==> config.mk <==
export PLATFORM = sky130hd
export DESIGN_NAME = crp_peak_results
export DESIGN_NICKNAME = d
export VERILOG_FILES = /design/src/crp_pkg.sv /design/src/crp_field_bank.sv /design/src/crp_peak_results.sv /design/src/crp_wr_path.sv
export VERILOG_INCLUDE_DIRS = /design/src
export SDC_FILE = /design/constraint.sdc
export NUM_CORES = 1
export LEC_CHECK = 0
export BUFFER_PORTS_ARGS = -buffer_cell sky130_fd_sc_hd__buf_2
export CAP_MARGIN = 25
export CELL_PAD_IN_SITES_DETAIL_PLACEMENT = 1
export CELL_PAD_IN_SITES_GLOBAL_PLACEMENT = 1
export CORE_ASPECT_RATIO = 1.75
export CORE_MARGIN = 8
export CORE_UTILIZATION = 48
export CTS_BUF_LIST = sky130_fd_sc_hd__clkbuf_4 sky130_fd_sc_hd__clkbuf_8
export DETAILED_ROUTE_END_ITERATION = 10
export HOLD_SLACK_MARGIN = 0.08
export PLACE_DENSITY = 0.87
export SETUP_SLACK_MARGIN = 0.3
export SLEW_MARGIN = 25
export SYNTH_ARGS = -nofsm -noshare
export SYNTH_HDL_FRONTEND = slang
export SYNTH_SLANG_ARGS = --single-unit
==> constraint.sdc <==
create_clock -name aclk -period 8.7 [get_ports aclk]
set_input_delay 2.61 -clock aclk [delete_from_list [all_inputs] [get_ports aclk]]
set_output_delay 2.61 -clock aclk [all_outputs]
set_load 0.02 [all_outputs]
==> src/crp_defs.svh <==
// register map, field layout and bus codes of the peak result bank
`ifndef CRP_DEFS_SVH
`define CRP_DEFS_SVH

`define CRP_ADDR_W        12
`define CRP_DATA_W        32
`define CRP_REG_W         16
`define CRP_IDX_W         10

// register indices; the byte address is four times the index
`define CRP_IDX_POS_D0_C4 10'h197
`define CRP_IDX_POS_D1_D2 10'h198
`define CRP_IDX_POS_D3_D4 10'h199
`define CRP_IDX_AMP_A0_A1 10'h19a
`define CRP_IDX_AMP_A2_A3 10'h19b
`define CRP_IDX_AMP_A4_B0 10'h19c
`define CRP_IDX_CTRL      10'h1c0
`define CRP_IDX_STATUS    10'h1c1

// field layout
`define CRP_POS_W         8
`define CRP_AMP_W         7
`define CRP_BANK_WORDS    6
`define CRP_FIRST_AMP     3'h3
`define CRP_CTRL_HOLD     0
`define CRP_STAT_CNT_LSB  8
`define CRP_CNT_W         8

// pairs and peak numbers
`define CRP_PAIR_A        2'h0
`define CRP_PAIR_B        2'h1
`define CRP_PAIR_C        2'h2
`define CRP_PAIR_D        2'h3
`define CRP_PEAK_FIFTH    3'h4

// axi responses
`define CRP_RESP_OKAY     2'h0
`define CRP_RESP_SLVERR   2'h2

`endif

==> src/crp_pkg.sv <==
// types shared by the peak result bank
package crp_pkg;

  typedef enum logic {crp_kind_pos, crp_kind_amp} crp_kind_e;

  typedef enum logic {crp_rd_idle, crp_rd_resp} crp_rd_e;

  typedef logic [9:0]  crp_idx_t;
  typedef logic [15:0] crp_word_t;

endpackage : crp_pkg

==> src/crp_field_bank.sv <==
// storage of the peak fields, updated only by the measuring engine
`timescale 1ns/1ps
`include "crp_defs.svh"

module crp_field_bank (
  // clock and reset
  input  wire logic                aclk,
  input  wire logic                aresetn,
  // engine update
  input  wire logic                upd_fire,
  input  wire crp_pkg::crp_kind_e  upd_kind,
  input  wire logic [1:0]          upd_pair,
  input  wire logic [2:0]          upd_peak,
  input  wire logic [7:0]          upd_value,
  // read port
  input  wire logic                rd_en,
  input  wire logic [2:0]          rd_slot,
  output crp_pkg::crp_word_t       rd_word
);

  logic [`CRP_BANK_WORDS-1:0][15:0] words_q;
  logic                             hit;
  logic [2:0]                       slot;
  logic                             hi;
  logic [7:0]                       field;
  crp_pkg::crp_word_t               rd_word_q;

  // ordinal n of the field in the bank: slot n/2, high byte when n is odd
  function automatic logic [4:0] place(input crp_pkg::crp_kind_e k,
                                       input logic [1:0] pr, input logic [2:0] pk);
    logic [3:0] n;
    logic       ok;
    n  = 4'h0;
    ok = 1'b0;
    if (k == crp_pkg::crp_kind_pos)
    begin
      if (pr == `CRP_PAIR_C && pk == `CRP_PEAK_FIFTH)
      begin
        ok = 1'b1;
      end
      else if (pr == `CRP_PAIR_D && pk <= `CRP_PEAK_FIFTH)
      begin
        ok = 1'b1;
        n  = {1'b0, pk} + 4'h1;
      end
    end
    else if (pr == `CRP_PAIR_A && pk <= `CRP_PEAK_FIFTH)
    begin
      ok = 1'b1;
      n  = {1'b0, pk} + {`CRP_FIRST_AMP, 1'b0};
    end
    else if (pr == `CRP_PAIR_B && pk == 3'h0)
    begin
      ok = 1'b1;
      n  = 4'hb;
    end
    return {ok, n[3:1], n[0]};
  endfunction : place

  assign {hit, slot, hi} = place(upd_kind, upd_pair, upd_peak);
  // amplitude keeps its top bit at zero so the reserved bit reads zero
  assign field = (upd_kind == crp_pkg::crp_kind_amp) ? {1'b0, upd_value[6:0]} : upd_value;

  always_ff @(posedge aclk)
  begin
    if (!aresetn)
      words_q <= '0;
    else if (upd_fire && hit)
    begin
      if (hi)
        words_q[slot][15:8] <= field;
      else
        words_q[slot][7:0] <= field;
    end
  end

  always_ff @(posedge aclk)
  begin
    if (!aresetn)
      rd_word_q <= 16'h0;
    else if (rd_en)
      rd_word_q <= words_q[rd_slot];
  end

  assign rd_word = rd_word_q;
endmodule : crp_field_bank

==> src/crp_peak_results.sv <==
// top of the cable reflection peak result bank with its axi4-lite slave
// ----------------------------------------------------------------------
// ----------------------------------------------------------------------
//
// Design decision made here: the AXI4-Lite register port.
`timescale 1ns/1ps
`include "crp_defs.svh"

module crp_peak_results (
  // clock and reset
  input  wire logic                   aclk,
  input  wire logic                   aresetn,

  // axi4-lite write address
  input  wire logic                   s_axi_awvalid,
  output logic                        s_axi_awready,
  input  wire logic [`CRP_ADDR_W-1:0] s_axi_awaddr,
  input  wire logic [2:0]             s_axi_awprot,

  // axi4-lite write data
  input  wire logic                   s_axi_wvalid,
  output logic                        s_axi_wready,
  input  wire logic [`CRP_DATA_W-1:0] s_axi_wdata,
  input  wire logic [3:0]             s_axi_wstrb,

  // axi4-lite write response
  output logic                        s_axi_bvalid,
  input  wire logic                   s_axi_bready,
  output logic [1:0]                  s_axi_bresp,

  // axi4-lite read address
  input  wire logic                   s_axi_arvalid,
  output logic                        s_axi_arready,
  input  wire logic [`CRP_ADDR_W-1:0] s_axi_araddr,
  input  wire logic [2:0]             s_axi_arprot,

  // axi4-lite read data
  output logic                        s_axi_rvalid,
  input  wire logic                   s_axi_rready,
  output logic [`CRP_DATA_W-1:0]      s_axi_rdata,
  output logic [1:0]                  s_axi_rresp,

  // result updates from the measuring engine
  input  wire logic                   upd_valid,
  output logic                        upd_ready,
  input  wire crp_pkg::crp_kind_e     upd_kind,
  input  wire logic [1:0]             upd_pair,
  input  wire logic [2:0]             upd_peak,
  input  wire logic [7:0]             upd_value
);

  // ----------------------------------------------------------------------
  // address decode
  // ----------------------------------------------------------------------
  function automatic crp_pkg::crp_idx_t idx_of(input logic [`CRP_ADDR_W-1:0] a);
    return a[`CRP_ADDR_W-1:2];
  endfunction : idx_of

  function automatic logic in_bank(input crp_pkg::crp_idx_t i);
    return (i >= `CRP_IDX_POS_D0_C4) && (i <= `CRP_IDX_AMP_A4_B0);
  endfunction : in_bank

  function automatic logic [2:0] slot_of(input crp_pkg::crp_idx_t i);
    crp_pkg::crp_idx_t d;
    d = i - `CRP_IDX_POS_D0_C4;
    return d[2:0];
  endfunction : slot_of

  function automatic logic is_local(input crp_pkg::crp_idx_t i);
    return (i == `CRP_IDX_CTRL) || (i == `CRP_IDX_STATUS);
  endfunction : is_local

  // ----------------------------------------------------------------------
  // signals
  // ----------------------------------------------------------------------
  logic                     wr_fire;
  logic [`CRP_ADDR_W-1:0]   wr_addr;
  logic [`CRP_DATA_W-1:0]   wr_data;
  logic [3:0]               wr_strb;
  logic [1:0]               wr_resp;
  crp_pkg::crp_idx_t        wr_idx;

  crp_pkg::crp_rd_e         rd_state_q;
  crp_pkg::crp_rd_e         rd_state_d;
  crp_pkg::crp_idx_t        ar_idx;
  logic                     ar_fire;
  logic                     src_bank_q;
  logic [`CRP_DATA_W-1:0]   local_q;
  logic [1:0]               rresp_q;
  crp_pkg::crp_word_t       bank_word;

  logic                     hold_q;
  logic [`CRP_CNT_W-1:0]    upd_count_q;
  logic                     upd_fire;

  // ----------------------------------------------------------------------
  // write path
  // ----------------------------------------------------------------------
  crp_wr_path u_wr (
    .aclk    (aclk),
    .aresetn (aresetn),
    .awvalid (s_axi_awvalid),
    .awready (s_axi_awready),
    .awaddr  (s_axi_awaddr),
    .wvalid  (s_axi_wvalid),
    .wready  (s_axi_wready),
    .wdata   (s_axi_wdata),
    .wstrb   (s_axi_wstrb),
    .bvalid  (s_axi_bvalid),
    .bready  (s_axi_bready),
    .bresp   (s_axi_bresp),
    .wr_fire (wr_fire),
    .wr_addr (wr_addr),
    .wr_data (wr_data),
    .wr_strb (wr_strb),
    .wr_resp (wr_resp)
  );

  assign wr_idx = idx_of(wr_addr);

  // result registers accept the write and drop it, so drivers that
  // blindly write back a read-modify-write do not see errors
  always_comb
  begin
    if (is_local(wr_idx))
      wr_resp = `CRP_RESP_OKAY;
    else if (in_bank(wr_idx))
      wr_resp = `CRP_RESP_OKAY;
    else
      wr_resp = `CRP_RESP_SLVERR;
  end

  // ----------------------------------------------------------------------
  // control: hold freezes the results while software reads a set
  // ----------------------------------------------------------------------
  always_ff @(posedge aclk)
  begin
    if (!aresetn)
      hold_q <= 1'b0;
    else if (wr_fire && wr_idx == `CRP_IDX_CTRL && wr_strb[0])
      hold_q <= wr_data[`CRP_CTRL_HOLD];
  end

  // ----------------------------------------------------------------------
  // engine updates
  // ----------------------------------------------------------------------
  // the engine is stalled, not dropped, while hold is set
  assign upd_ready = !hold_q;
  assign upd_fire  = upd_valid && upd_ready;

  always_ff @(posedge aclk)
  begin
    if (!aresetn)
      upd_count_q <= '0;
    else if (upd_fire)
      upd_count_q <= upd_count_q + 1'b1;
  end

  crp_field_bank u_bank (
    .aclk      (aclk),
    .aresetn   (aresetn),
    .upd_fire  (upd_fire),
    .upd_kind  (upd_kind),
    .upd_pair  (upd_pair),
    .upd_peak  (upd_peak),
    .upd_value (upd_value),
    .rd_en     (ar_fire),
    .rd_slot   (slot_of(ar_idx)),
    .rd_word   (bank_word)
  );

  // ----------------------------------------------------------------------
  // read path
  // ----------------------------------------------------------------------
  assign ar_idx        = idx_of(s_axi_araddr);
  assign s_axi_arready = (rd_state_q == crp_pkg::crp_rd_idle);
  assign ar_fire       = s_axi_arvalid && s_axi_arready;

  always_comb
  begin
    rd_state_d = rd_state_q;
    case (rd_state_q)
      crp_pkg::crp_rd_idle:
        if (s_axi_arvalid)
          rd_state_d = crp_pkg::crp_rd_resp;
      crp_pkg::crp_rd_resp:
        if (s_axi_rready)
          rd_state_d = crp_pkg::crp_rd_idle;
      default:
        rd_state_d = crp_pkg::crp_rd_idle;
    endcase
  end

  always_ff @(posedge aclk)
  begin
    if (!aresetn)
      rd_state_q <= crp_pkg::crp_rd_idle;
    else
      rd_state_q <= rd_state_d;
  end

  always_ff @(posedge aclk)
  begin
    if (!aresetn)
    begin
      src_bank_q <= 1'b0;
      local_q    <= '0;
      rresp_q    <= `CRP_RESP_OKAY;
    end
    else if (ar_fire)
    begin
      src_bank_q <= in_bank(ar_idx);
      if (in_bank(ar_idx))
      begin
        local_q <= '0;
        rresp_q <= `CRP_RESP_OKAY;
      end
      else if (ar_idx == `CRP_IDX_CTRL)
      begin
        local_q <= '0;
        local_q[`CRP_CTRL_HOLD] <= hold_q;
        rresp_q <= `CRP_RESP_OKAY;
      end
      else if (ar_idx == `CRP_IDX_STATUS)
      begin
        local_q <= '0;
        local_q[`CRP_STAT_CNT_LSB +: `CRP_CNT_W] <= upd_count_q;
        local_q[`CRP_CTRL_HOLD] <= hold_q;
        rresp_q <= `CRP_RESP_OKAY;
      end
      else
      begin
        local_q <= '0;
        rresp_q <= `CRP_RESP_SLVERR;
      end
    end
  end

  // upper half of a result word always reads zero
  assign s_axi_rvalid = (rd_state_q == crp_pkg::crp_rd_resp);
  assign s_axi_rdata  = src_bank_q ? {16'h0, bank_word} : local_q;
  assign s_axi_rresp  = rresp_q;
endmodule : crp_peak_results

==> src/crp_wr_path.sv <==
// axi4-lite write channels: joins address and data, returns the response
`timescale 1ns/1ps
`include "crp_defs.svh"

module crp_wr_path (
  // clock and reset
  input  wire logic                   aclk,
  input  wire logic                   aresetn,
  // write address and data
  input  wire logic                   awvalid,
  output logic                        awready,
  input  wire logic [`CRP_ADDR_W-1:0] awaddr,
  input  wire logic                   wvalid,
  output logic                        wready,
  input  wire logic [`CRP_DATA_W-1:0] wdata,
  input  wire logic [3:0]             wstrb,
  // write response
  output logic                        bvalid,
  input  wire logic                   bready,
  output logic [1:0]                  bresp,
  // joined write toward the register file
  output logic                        wr_fire,
  output logic [`CRP_ADDR_W-1:0]      wr_addr,
  output logic [`CRP_DATA_W-1:0]      wr_data,
  output logic [3:0]                  wr_strb,
  input  wire logic [1:0]             wr_resp
);

  logic aw_full_q;
  logic w_full_q;
  logic bvalid_q;
  logic [1:0] bresp_q;

  // both channels stall while a response is pending: one write at a time
  assign awready = !aw_full_q && !bvalid_q;
  assign wready  = !w_full_q && !bvalid_q;
  assign wr_fire = aw_full_q && w_full_q && !bvalid_q;
  assign bvalid  = bvalid_q;
  assign bresp   = bresp_q;

  always_ff @(posedge aclk)
  begin
    if (!aresetn)
      aw_full_q <= 1'b0;
    else if (wr_fire)
      aw_full_q <= 1'b0;
    else if (awvalid && awready)
      aw_full_q <= 1'b1;
  end

  always_ff @(posedge aclk)
  begin
    if (!aresetn)
      wr_addr <= '0;
    else if (awvalid && awready)
      wr_addr <= awaddr;
  end

  always_ff @(posedge aclk)
  begin
    if (!aresetn)
      w_full_q <= 1'b0;
    else if (wr_fire)
      w_full_q <= 1'b0;
    else if (wvalid && wready)
      w_full_q <= 1'b1;
  end

  always_ff @(posedge aclk)
  begin
    if (!aresetn)
    begin
      wr_data <= '0;
      wr_strb <= 4'h0;
    end
    else if (wvalid && wready)
    begin
      wr_data <= wdata;
      wr_strb <= wstrb;
    end
  end

  always_ff @(posedge aclk)
  begin
    if (!aresetn)
    begin
      bvalid_q <= 1'b0;
      bresp_q  <= `CRP_RESP_OKAY;
    end
    else if (wr_fire)
    begin
      bvalid_q <= 1'b1;
      bresp_q  <= wr_resp;
    end
    else if (bready)
      bvalid_q <= 1'b0;
  end
endmodule : crp_wr_path
== Word level (Yosys, flattened, before mapping) ==
Index checks and enable logic that the tools add are counted.
Word-level totals
  bits in registers: 176
  output and inout bits: 42
  logic and storage cells: 103
Operators by class
  add/subtract/negate cells: 4
  magnitude comparators: 8
  equal/unequal tests: 8
  mux-type cells: 34
  bitwise logic cells: 2
  reduce and logical (&&, ||, !) cells: 27
Operators with widths (number)
  96-bit bitwise mux: 2
  16-bit demux with 3-bit select: 2
  96-bit 2-to-1 mux: 1
  16-bit 2-to-1 mux: 5
  16-bit binary-select mux with 3-bit select: 1
  10-bit by 9-bit equality test with 1-bit output (second input constant): 4
  32-bit 2-to-1 mux: 1
  10-bit by 9-bit >= comparator with 1-bit output (second input constant): 2
  10-bit by 9-bit <= comparator with 1-bit output (second input constant): 2
  4-bit 2-to-1 mux: 5
  1-bit logical AND: 18
  8-bit 2-to-1 mux: 2
  2-bit 2-to-1 mux: 5
  1-bit 2-to-1 mux: 9
  8-bit by 1-bit adder with 8-bit output (second input constant): 1
  3-bit by 4-bit less-than comparator with 1-bit output (second input constant): 2
  3-bit by 1-bit adder with 4-bit output (second input constant): 1
  3-bit by 3-bit adder with 4-bit output (second input constant): 1
  2-bit equality test (second input constant): 2
  1-bit zero test: 4
  3-bit equality test (second input constant): 1
  3-bit by 1-bit >= comparator with 1-bit output (second input constant): 1
  3-bit <= comparator (second input constant): 1
  3-bit zero test: 1
  8 further kinds: 9

== Depth between registers and ports, before layout ==
Gate-level depths: netlist of the first run.
  depth after elaboration: 11
  depth in mapped cells: 10
  mapped depth without buffers: 7

== Cells and area by module ==
Synthesis of the first run repeated with hierarchy kept, for this count alone.
Unflattened totals
  cell total of the unflattened synthesis: 862
  area total of the unflattened synthesis: 8371.8 um^2
Modules (own cells, without submodules)
  crp_field_bank: instances 1, cells each 485, area an instance 5076.1 um^2, seq. area each 2242.2 um^2
  crp_wr_path: instances 1, cells each 238, area an instance 1979.4 um^2, seq. area each 1061.0 um^2
  crp_peak_results: instances 1, cells each 139, area an instance 1316.3 um^2, seq. area each 420.4 um^2

== Worst setup path after synthesis of the first run ==
No wires, ideal clock.
  kind: input to register
  start point: input s_axi_araddr[2]
  end point: register u_bank.rd_word_q[1], in the netlist u_bank.rd_word[1]
  library setup time: 116 ps
  arrival time: 5118 ps
  setup slack: 3466 ps
  stages on the path: 10
  cell sequence: clkbuf_1 buf_1 buf_2 inv_1 ha_1 clkbuf_1 mux4_2 nand2_1 o311ai_0 o211a_1
Between the ends
  word-level cells in the longest chain between the ends: 3
RTL lines
  from (decl): RTL line crp_peak_results.sv:34  | input wire logic [`CRP_ADDR_W-1:0] s_axi_araddr,
  3-bit subtractor (no source line)
  16-bit binary-select mux with 3-bit select: RTL line crp_field_bank.sv:82  | rd_word_q <= words_q[rd_slot];
  16-bit 2-to-1 mux (not written as such): RTL line crp_field_bank.sv:82
  to (signal assigned): RTL line crp_field_bank.sv:82
  to (decl): RTL line crp_field_bank.sv:26  | crp_pkg::crp_word_t rd_word_q;
Every way passes these cells. The select of a mux whose other input is x is not followed.
A chain may end at the register's enable or synchronous reset.

== Worst setup path after layout of the first run ==
  start point: input s_axi_araddr[2]
  end point: register u_bank.rd_word_q[15], in the netlist u_bank.rd_word[15]
The elaborated chain is that of the path after synthesis.

==> reports/metrics.yaml, run 1 <==
outcome:
  status: "finished, final reports clean"
setup_path:
  path_cells: "buf_2 > buf_4 > inv_1 > ha_1 > mux4_2 > nand2_1 > o311ai_0 > o211a_1"
  ff2ff_path_depth: 4
  worst_ep_required_time_ns: 9.05
  r2r-start: "hold_q"
  cpMaxStageDelayCell: "ha_1"
  timing.rr.end: "u_bank.words_q[21]"
  crit_family: "adder cells"
  critPathBufInv: 3
  worstPathArrival_ns: 5.44
  r2r_slack_ns: 6.21
  startpoint_type: "input pin"
  cp_slowest_stage_delay_ns: 0.98
  cp_max_fo: 35
  cp-end-kind: "flop"
  crit_type: "input pin to flop"
clock_tree:
  cts.hold.buffers_added: 0
  h-tree-depth: 4
  cts_tree: "done"
  cts_root_buf: "clkbuf_8"
  clkTransAtPathRegs_ns: 0.09
  cts_setup_buffers: 0
  cts.sinks: 149
  cts_resized: 0
  worstSkewPairLatency_ns: 0.45
  numCtsBuffers: 17
  cts_buffer_depth: 2
route:
  routedWlPerCell_um: 21.4
  post-route-drc-count: 0
  antenna_left: 0
  first_pass_iters: 5
  routed_wirelength_um: 19800
  drt_iter0_drc: 235
  vias: 5364
  routed_via_density: 5.79
final_layout:
  mostFrequentLayoutCells: "dfxtp_1 (149), nand2_1 (128), mux2i_1 (124)"
  layout_commonest_cell: "dfxtp_1"
  final_core_util_pct: 54.9
  fill_cells: 1588
  nets: 829
  final_layout_size_suffix_gt1_share_pct: 20.4
  syn2layout_area_growth_pct: 12.1
floorplanning:
  rows: 58
  start_util_pct: 49.0
  fp.dieW_um: 108
  core_area_um2: 14400
  die-area_um2: 18900
  die_h_um: 176
  pin_count: 130
logic_synthesis:
  yosysTopAreaCell: "dfxtp_1"
  synth_area_leaders: "dfxtp_1 (42%), mux2i_1 (18%), nand2_1 (6.8%)"
  synth_seq_area_share_pct: 42.4
  synth_cell_types: 50
  synthFlopType: "dfxtp_1"
  avgSynthCellArea_um2: 10.2
  synth_edf_count: 0
  async_flop_share_pct: 0
  ys_ff_latch: 149
  syn_inst: 688
  yosysTopAreaCellShare_pct: 42.4
  yosysWarnings: 0
  synth.cell_area_um2: 7030
global_route:
  grt_max_degree: 82
  antenna_found_initial: 0
  track_usage_pct: 21.0
  grt_pass1_wl_um: 31500
  grt_pass1_vias: 5924
  grt-ovfl-total: 0
placement:
  dp_slack_ns: 3.22
  place.gp.congestion: 0.839
  dp_hpwl_um: 13400
  port_buffers: 67
run:
  maxCapViolations: 0
timing:
  hold_viol_final: 0
  drv_slew: 0
  period_share_pct: 58.5
  whs_ns: 0.467
  fin_skew_ns: 0.0142
  worst_slew_pin_slew_ns: 1.00
  setup_tns_ns: 0
  slew_headroom_pct: 33.3
  fmax_mhz: 196
  rsz0062_at_grt: "no"
  post-route-min-period_ns: 5.09
  worst_slack_ns: 3.61
  finalSetupViolCount: 0
hold_path:
  holdCritPathClass: "flop to flop"
  min_to: "u_bank.words_q[46]"
  min_from: "u_bank.words_q[46]"
  worstHoldPathCells: 2
power_and_ir_drop:
  power_leakage_nw: 3.57
  ir_worst_vdd_v: 0.0000852
  total_power_w: 0.00145
  power_density_nw_per_um2: 184
==> worst reg2reg max path: cells and delay by family (launching register included) <==
| family | cells | cell delay (ns) |
|---|---|---|
| AOI/OAI and AO/OA | 1 | 0.91 |
| DFF | 1 | 0.39 |
| muxes | 1 | 0.33 |
| and+or+nand+nor | 2 | 0.77 |
==> through the flow <==
stage | cell area, um2 | instances
final | 7880 | 927
after global routing | 7880 | 926
after CTS | 7870 | 926
after detailed placement | 7420 | 894
after global placement | 7410 | 894
after floorplan | 7100 | 705
==> worst max-delay path by stage <==
stage | from | endpoint | slack [ns] | cells after the start
final | s_axi_araddr[2] | u_bank.rd_word[15] | 3.61 | 8
after global routing | s_axi_araddr[2] | u_bank.rd_word[15] | 3.48 | 8
after CTS | s_axi_araddr[2] | u_bank.rd_word[15] | 3.57 | 8
after detailed placement | s_axi_araddr[2] | u_bank.rd_word[8] | 3.22 | 9
after global placement | s_axi_araddr[2] | u_bank.rd_word[7] | 3.26 | 9
after floorplan | s_axi_araddr[2] | u_bank.rd_word[1] | 3.47 | 10
==> cell families (layout without fill, tap and decap cells) <==
| logic type | count (synthesis) | count (layout) | synth area share (%) |
|---|---|---|---|
| compound gates | 71 | 71 | 8.72 |
| mux | 152 | 152 | 24.7 |
| flops | 149 | 149 | 42.4 |
| xor+xnor | 8 | 8 | 0.996 |
| other cells | 1 | 19 | 0.0533 |
| fa+ha+maj | 8 | 8 | 1.42 |
| simple gates | 228 | 228 | 16.9 |
| buf+inv | 71 | 112 | 4.82 |
==> sequential cells by signal (all words and copies together), names as in the netlist, 8 cells and up <==
| signal | cells |
|---|---|
| local_q | 9 |
| u_bank.rd_word | 16 |
| u_bank.words_q | 96 |
| u_wr.wr_addr | 10 |
| upd_count_q | 8 |
==> area by class of cell <==
cell class              count  area [um2]  area share, %
clock inverters            13         199           2.52
repair buffers             72         375           4.76
clock buffers              19         249           3.16
well taps                 180         225           2.86
inverters                   8        30.0          0.381
diodes                      1        2.50         0.0317
flip-flops and latches    149        2980           37.8
multi-input cells         485        3820           48.4
==> per-layer routing <==
layer | routed length (um) | vias to the layer above | GRT usage [%] | share of wire [%]
li1 | - | 2482 | - | -
met1 | 7350 | 2738 | 20.9 | 37
met2 | 11200 | 107 | 39.8 | 57
met3 | 664 | 37 | 4.09 | 3.3
met4 | 614 | 0 | 10.2 | 3.1
met5 | 0 | - | 0 | 0
==> where the power goes <==
| group | total (W) | switching, W | internal [W] |
|---|---|---|---|
| logic | 0.000143 | 0.0000919 | 0.0000515 |
| clock network | 0.000599 | 0.000275 | 0.000324 |
| registers | 0.000710 | 0.0000133 | 0.000696 |
| total | 0.00145 | 0.000380 | 0.00107 |
==> synthesized netlist by cell type, types with 9 or more instances <==
master / count
nor2b_1: 26
mux2_2: 12
mux2i_1: 124
nand2_1: 128
o311ai_0: 16
mux4_2: 16
clkbuf_1: 37
o211a_1: 17
and2_1: 17
dfxtp_1: 149
a22oi_1: 9
buf_4: 18
Note: power is estimated with default switching activity, not from simulation.
==> run 2, diff against run 1 <==
--- a/config.mk
+++ b/config.mk
@@ -6,17 +6,18 @@
 export SDC_FILE = /design/constraint.sdc
 export NUM_CORES = 1
 export LEC_CHECK = 0
+export ABC_AREA = 1
 export BUFFER_PORTS_ARGS = -buffer_cell sky130_fd_sc_hd__buf_2
 export CAP_MARGIN = 25
 export CELL_PAD_IN_SITES_DETAIL_PLACEMENT = 1
 export CELL_PAD_IN_SITES_GLOBAL_PLACEMENT = 1
 export CORE_ASPECT_RATIO = 1.75
 export CORE_MARGIN = 8
-export CORE_UTILIZATION = 48
+export CORE_UTILIZATION = 41
 export CTS_BUF_LIST = sky130_fd_sc_hd__clkbuf_4 sky130_fd_sc_hd__clkbuf_8
 export DETAILED_ROUTE_END_ITERATION = 10
 export HOLD_SLACK_MARGIN = 0.08
-export PLACE_DENSITY = 0.87
+export PLACE_DENSITY = 0.81
 export SETUP_SLACK_MARGIN = 0.3
 export SLEW_MARGIN = 25
 export SYNTH_ARGS = -nofsm -noshare
==> constraint.sdc (replaced) <==
create_clock -name aclk -period 5.1 [get_ports aclk]
set_input_delay 1.53 -clock aclk [delete_from_list [all_inputs] [get_ports aclk]]
set_output_delay 1.53 -clock aclk [all_outputs]
set_load 0.02 [all_outputs]
==> run 2 against run 1 <==
Against the previous run:
- routed wire length grew 12%
- cell area grew 5.3%
- critical path depth shrank 4
- synthesized cell count grew 66%
- cell count grew 52%
- largest power group unchanged
==> reports/metrics.yaml, run 2 <==
power_and_ir_drop:
  switching_share_pct: 29.3
  intPower_w: 0.00180
  seqPwrFrac_pct: 47.9
  p_sw_w: 0.000745
  power_density_nw_per_um2: 306
  clockPowerShare_pct: 39.0
  power_leakage_nw: 3.63
  comb_power_share_pct: 13.1
  ir_worst_vdd_v: 0.000196
timing:
  hold_viol_final: 0
  worst_slew_pin_slew_ns: 0.819
  fin_skew_ns: 0.0117
  slew_headroom_pct: 45.4
  drv_slew: 0
  finalSetupViolCount: 0
  fmax_mhz: 278
  rsz0062_at_grt: "no"
  whs_ns: 0.448
  setup_tns_ns: 0
  period_share_pct: 70.6
  post-route-min-period_ns: 3.60
clock_tree:
  numCtsBuffers: 17
  clkTransAtPathRegs_ns: 0.09
  cts_buffer_depth: 2
  cts.sinks: 149
  cts_tree: "done"
  h-tree-depth: 4
  cts_root_buf: "clkbuf_8"
  cts_setup_buffers: 0
  cts_resized: 0
  worstSkewPairLatency_ns: 0.46
  cts.hold.buffers_added: 0
setup_path:
  cp_common_cell: "nand2_1"
  r2r_slack_ns: 2.55
  path_cells: "clkinv_1 > nand2_1 > nand2_1 > buf_2"
  crit_type: "flop to output port"
  cp-startpoint: "src_bank_q"
  r2r-start: "hold_q"
  timing.rr.end: "u_bank.words_q[58]"
  cp-end-kind: "output port"
  startpoint_type: "flop"
  cp_max_fo: 17
  cp_slowest_stage_delay_ns: 0.72
  worstPathArrival_ns: 2.07
  worst_ep_required_time_ns: 3.57
  cpMaxStageDelayCell: "dfxtp_1"
  ff2ff_path_depth: 7
floorplanning:
  start_util_pct: 41.7
  die-area_um2: 23100
  rows: 65
  fp.dieW_um: 118
  core_area_um2: 18100
  pin_count: 130
  die_h_um: 195
final_layout:
  num_antenna_cells: 0
  largest_register_ffs: 96
  largest_register: "u_bank.words_q"
  syn2layout_area_growth_pct: 10.3
  layout_commonest_cell: "nand2_1"
  final_layout_size_suffix_gt1_share_pct: 12.5
  mostFrequentLayoutCells: "nand2_1 (246), nor2_1 (191), dfxtp_1 (149)"
  nets: 1260
  final_core_util_pct: 46.0
logic_synthesis:
  yosysMostFrequentCell: "nand2_1"
  synth.cell_area_um2: 7530
  ys_ff_latch: 149
  yosys-top-cells-count: "nand2_1 (246), nor2_1 (191), dfxtp_1 (149)"
  synth_edf_count: 0
  yosysTopAreaCell: "dfxtp_1"
  syn_inst: 1139
  synthFlopType: "dfxtp_1"
  async_flop_share_pct: 0
  yosysWarnings: 0
  synth_seq_area_share_pct: 39.6
  synth_area_leaders: "dfxtp_1 (40%), nand2_1 (12%), nor2_1 (9.5%)"
  yosysTopAreaCellShare_pct: 39.6
  synth_cell_types: 33
  avgSynthCellArea_um2: 6.61
placement:
  place.gp.congestion: 0.883
  port_buffers: 67
  dp_hpwl_um: 15500
hold_path:
  min_from: "u_bank.words_q[95]"
  holdCritPathClass: "flop to flop"
  min_to: "u_bank.words_q[95]"
  worstHoldPathCells: 2
outcome:
  status: "finished, final reports clean"
route:
  routed_via_density: 5.23
  routed_wirelength_um: 22200
  antenna_left: 0
  vias: 7376
  first_pass_iters: 4
  drt_iter0_drc: 417
  routedWlPerCell_um: 15.8
  post-route-drc-count: 0
global_route:
  grt-ovfl-total: 0
  use_met3_pct: 3.93
  grt_max_degree: 78
  antenna_found_initial: 0
  met1_usage_pct: 20.0
  grt_pass1_wl_um: 36900
  use_met2_pct: 37.1
  busiest_layer: "met2"
  track_usage_pct: 19.4
  grt_pass1_vias: 7490
run:
  maxCapViolations: 0
run 2: worst max-delay path by stage:
stage               depth (start not counted)                 end  slack (ns)
floorplan                                   8  u_bank.rd_word[10]        1.93
global placement                           13  u_bank.words_q[74]        1.18
detailed placement                         13  u_bank.words_q[15]        1.12
CTS                                         4      s_axi_rdata[9]        1.44
global route                                4     s_axi_rdata[10]        1.32
finish                                      4      s_axi_rdata[9]        1.50
run 2: cell type report:
type	count	area, um2
clock buffers	19	255
clock inverters	13	173
fillers	2459	9750
inverters	91	342
multi-input cells	824	3820
flip-flops and latches	149	2980
well taps	234	293
repair buffers	81	443
run 2: logic make-up after synthesis:
| logic type | count (synthesis) | synth area share (%) |
|---|---|---|
| flip-flops | 149 | 39.6 |
| adder cells (fa/ha/maj) | 8 | 1.33 |
| AND/OR/NAND/NOR | 598 | 34.8 |
| AO/OA/AOI/OAI | 199 | 13.5 |
| buffers and inverters | 183 | 10.6 |
| XOR/XNOR | 1 | 0.116 |
| other | 1 | 0.0498 |
run 2: worst max-delay path: cells and delay by family, from the launching register on:
family	cells	cell delay [ns]
AND/OR/NAND/NOR	2	0.23
flip-flops	1	0.72
buffers and inverters	2	0.64
run 2: power groups by stage:
stage	registers, W	clock network (W)	logic (W)
2_1_floorplan	0.00124	0	0.000246
3_3_place_gp	0.00124	0	0.000326
3_5_place_dp	0.00124	0	0.000333
4_1_cts	0.00122	0.00101	0.000336
5_1_grt	0.00122	0.00106	0.000373
6_report	0.00122	0.000992	0.000334
run 2: layer usage:
metal	wire length, um	part of all wire [%]
met5	0	0
met4	490	2.2
met1	9120	41
met3	787	3.5
met2	11800	53
run 2: per-stage QoR:
step / total power [W] / std cells / cell area [um2] / setup WS, ns
floorplan: 0.00148 / 1156 / 7590 / 1.93
global placement: 0.00157 / 1379 / 7880 / 1.18
detailed placement: 0.00158 / 1379 / 7880 / 1.12
CTS: 0.00257 / 1411 / 8300 / 1.44
global route: 0.00266 / 1411 / 8300 / 1.32
finish: 0.00254 / 1411 / 8300 / 1.50
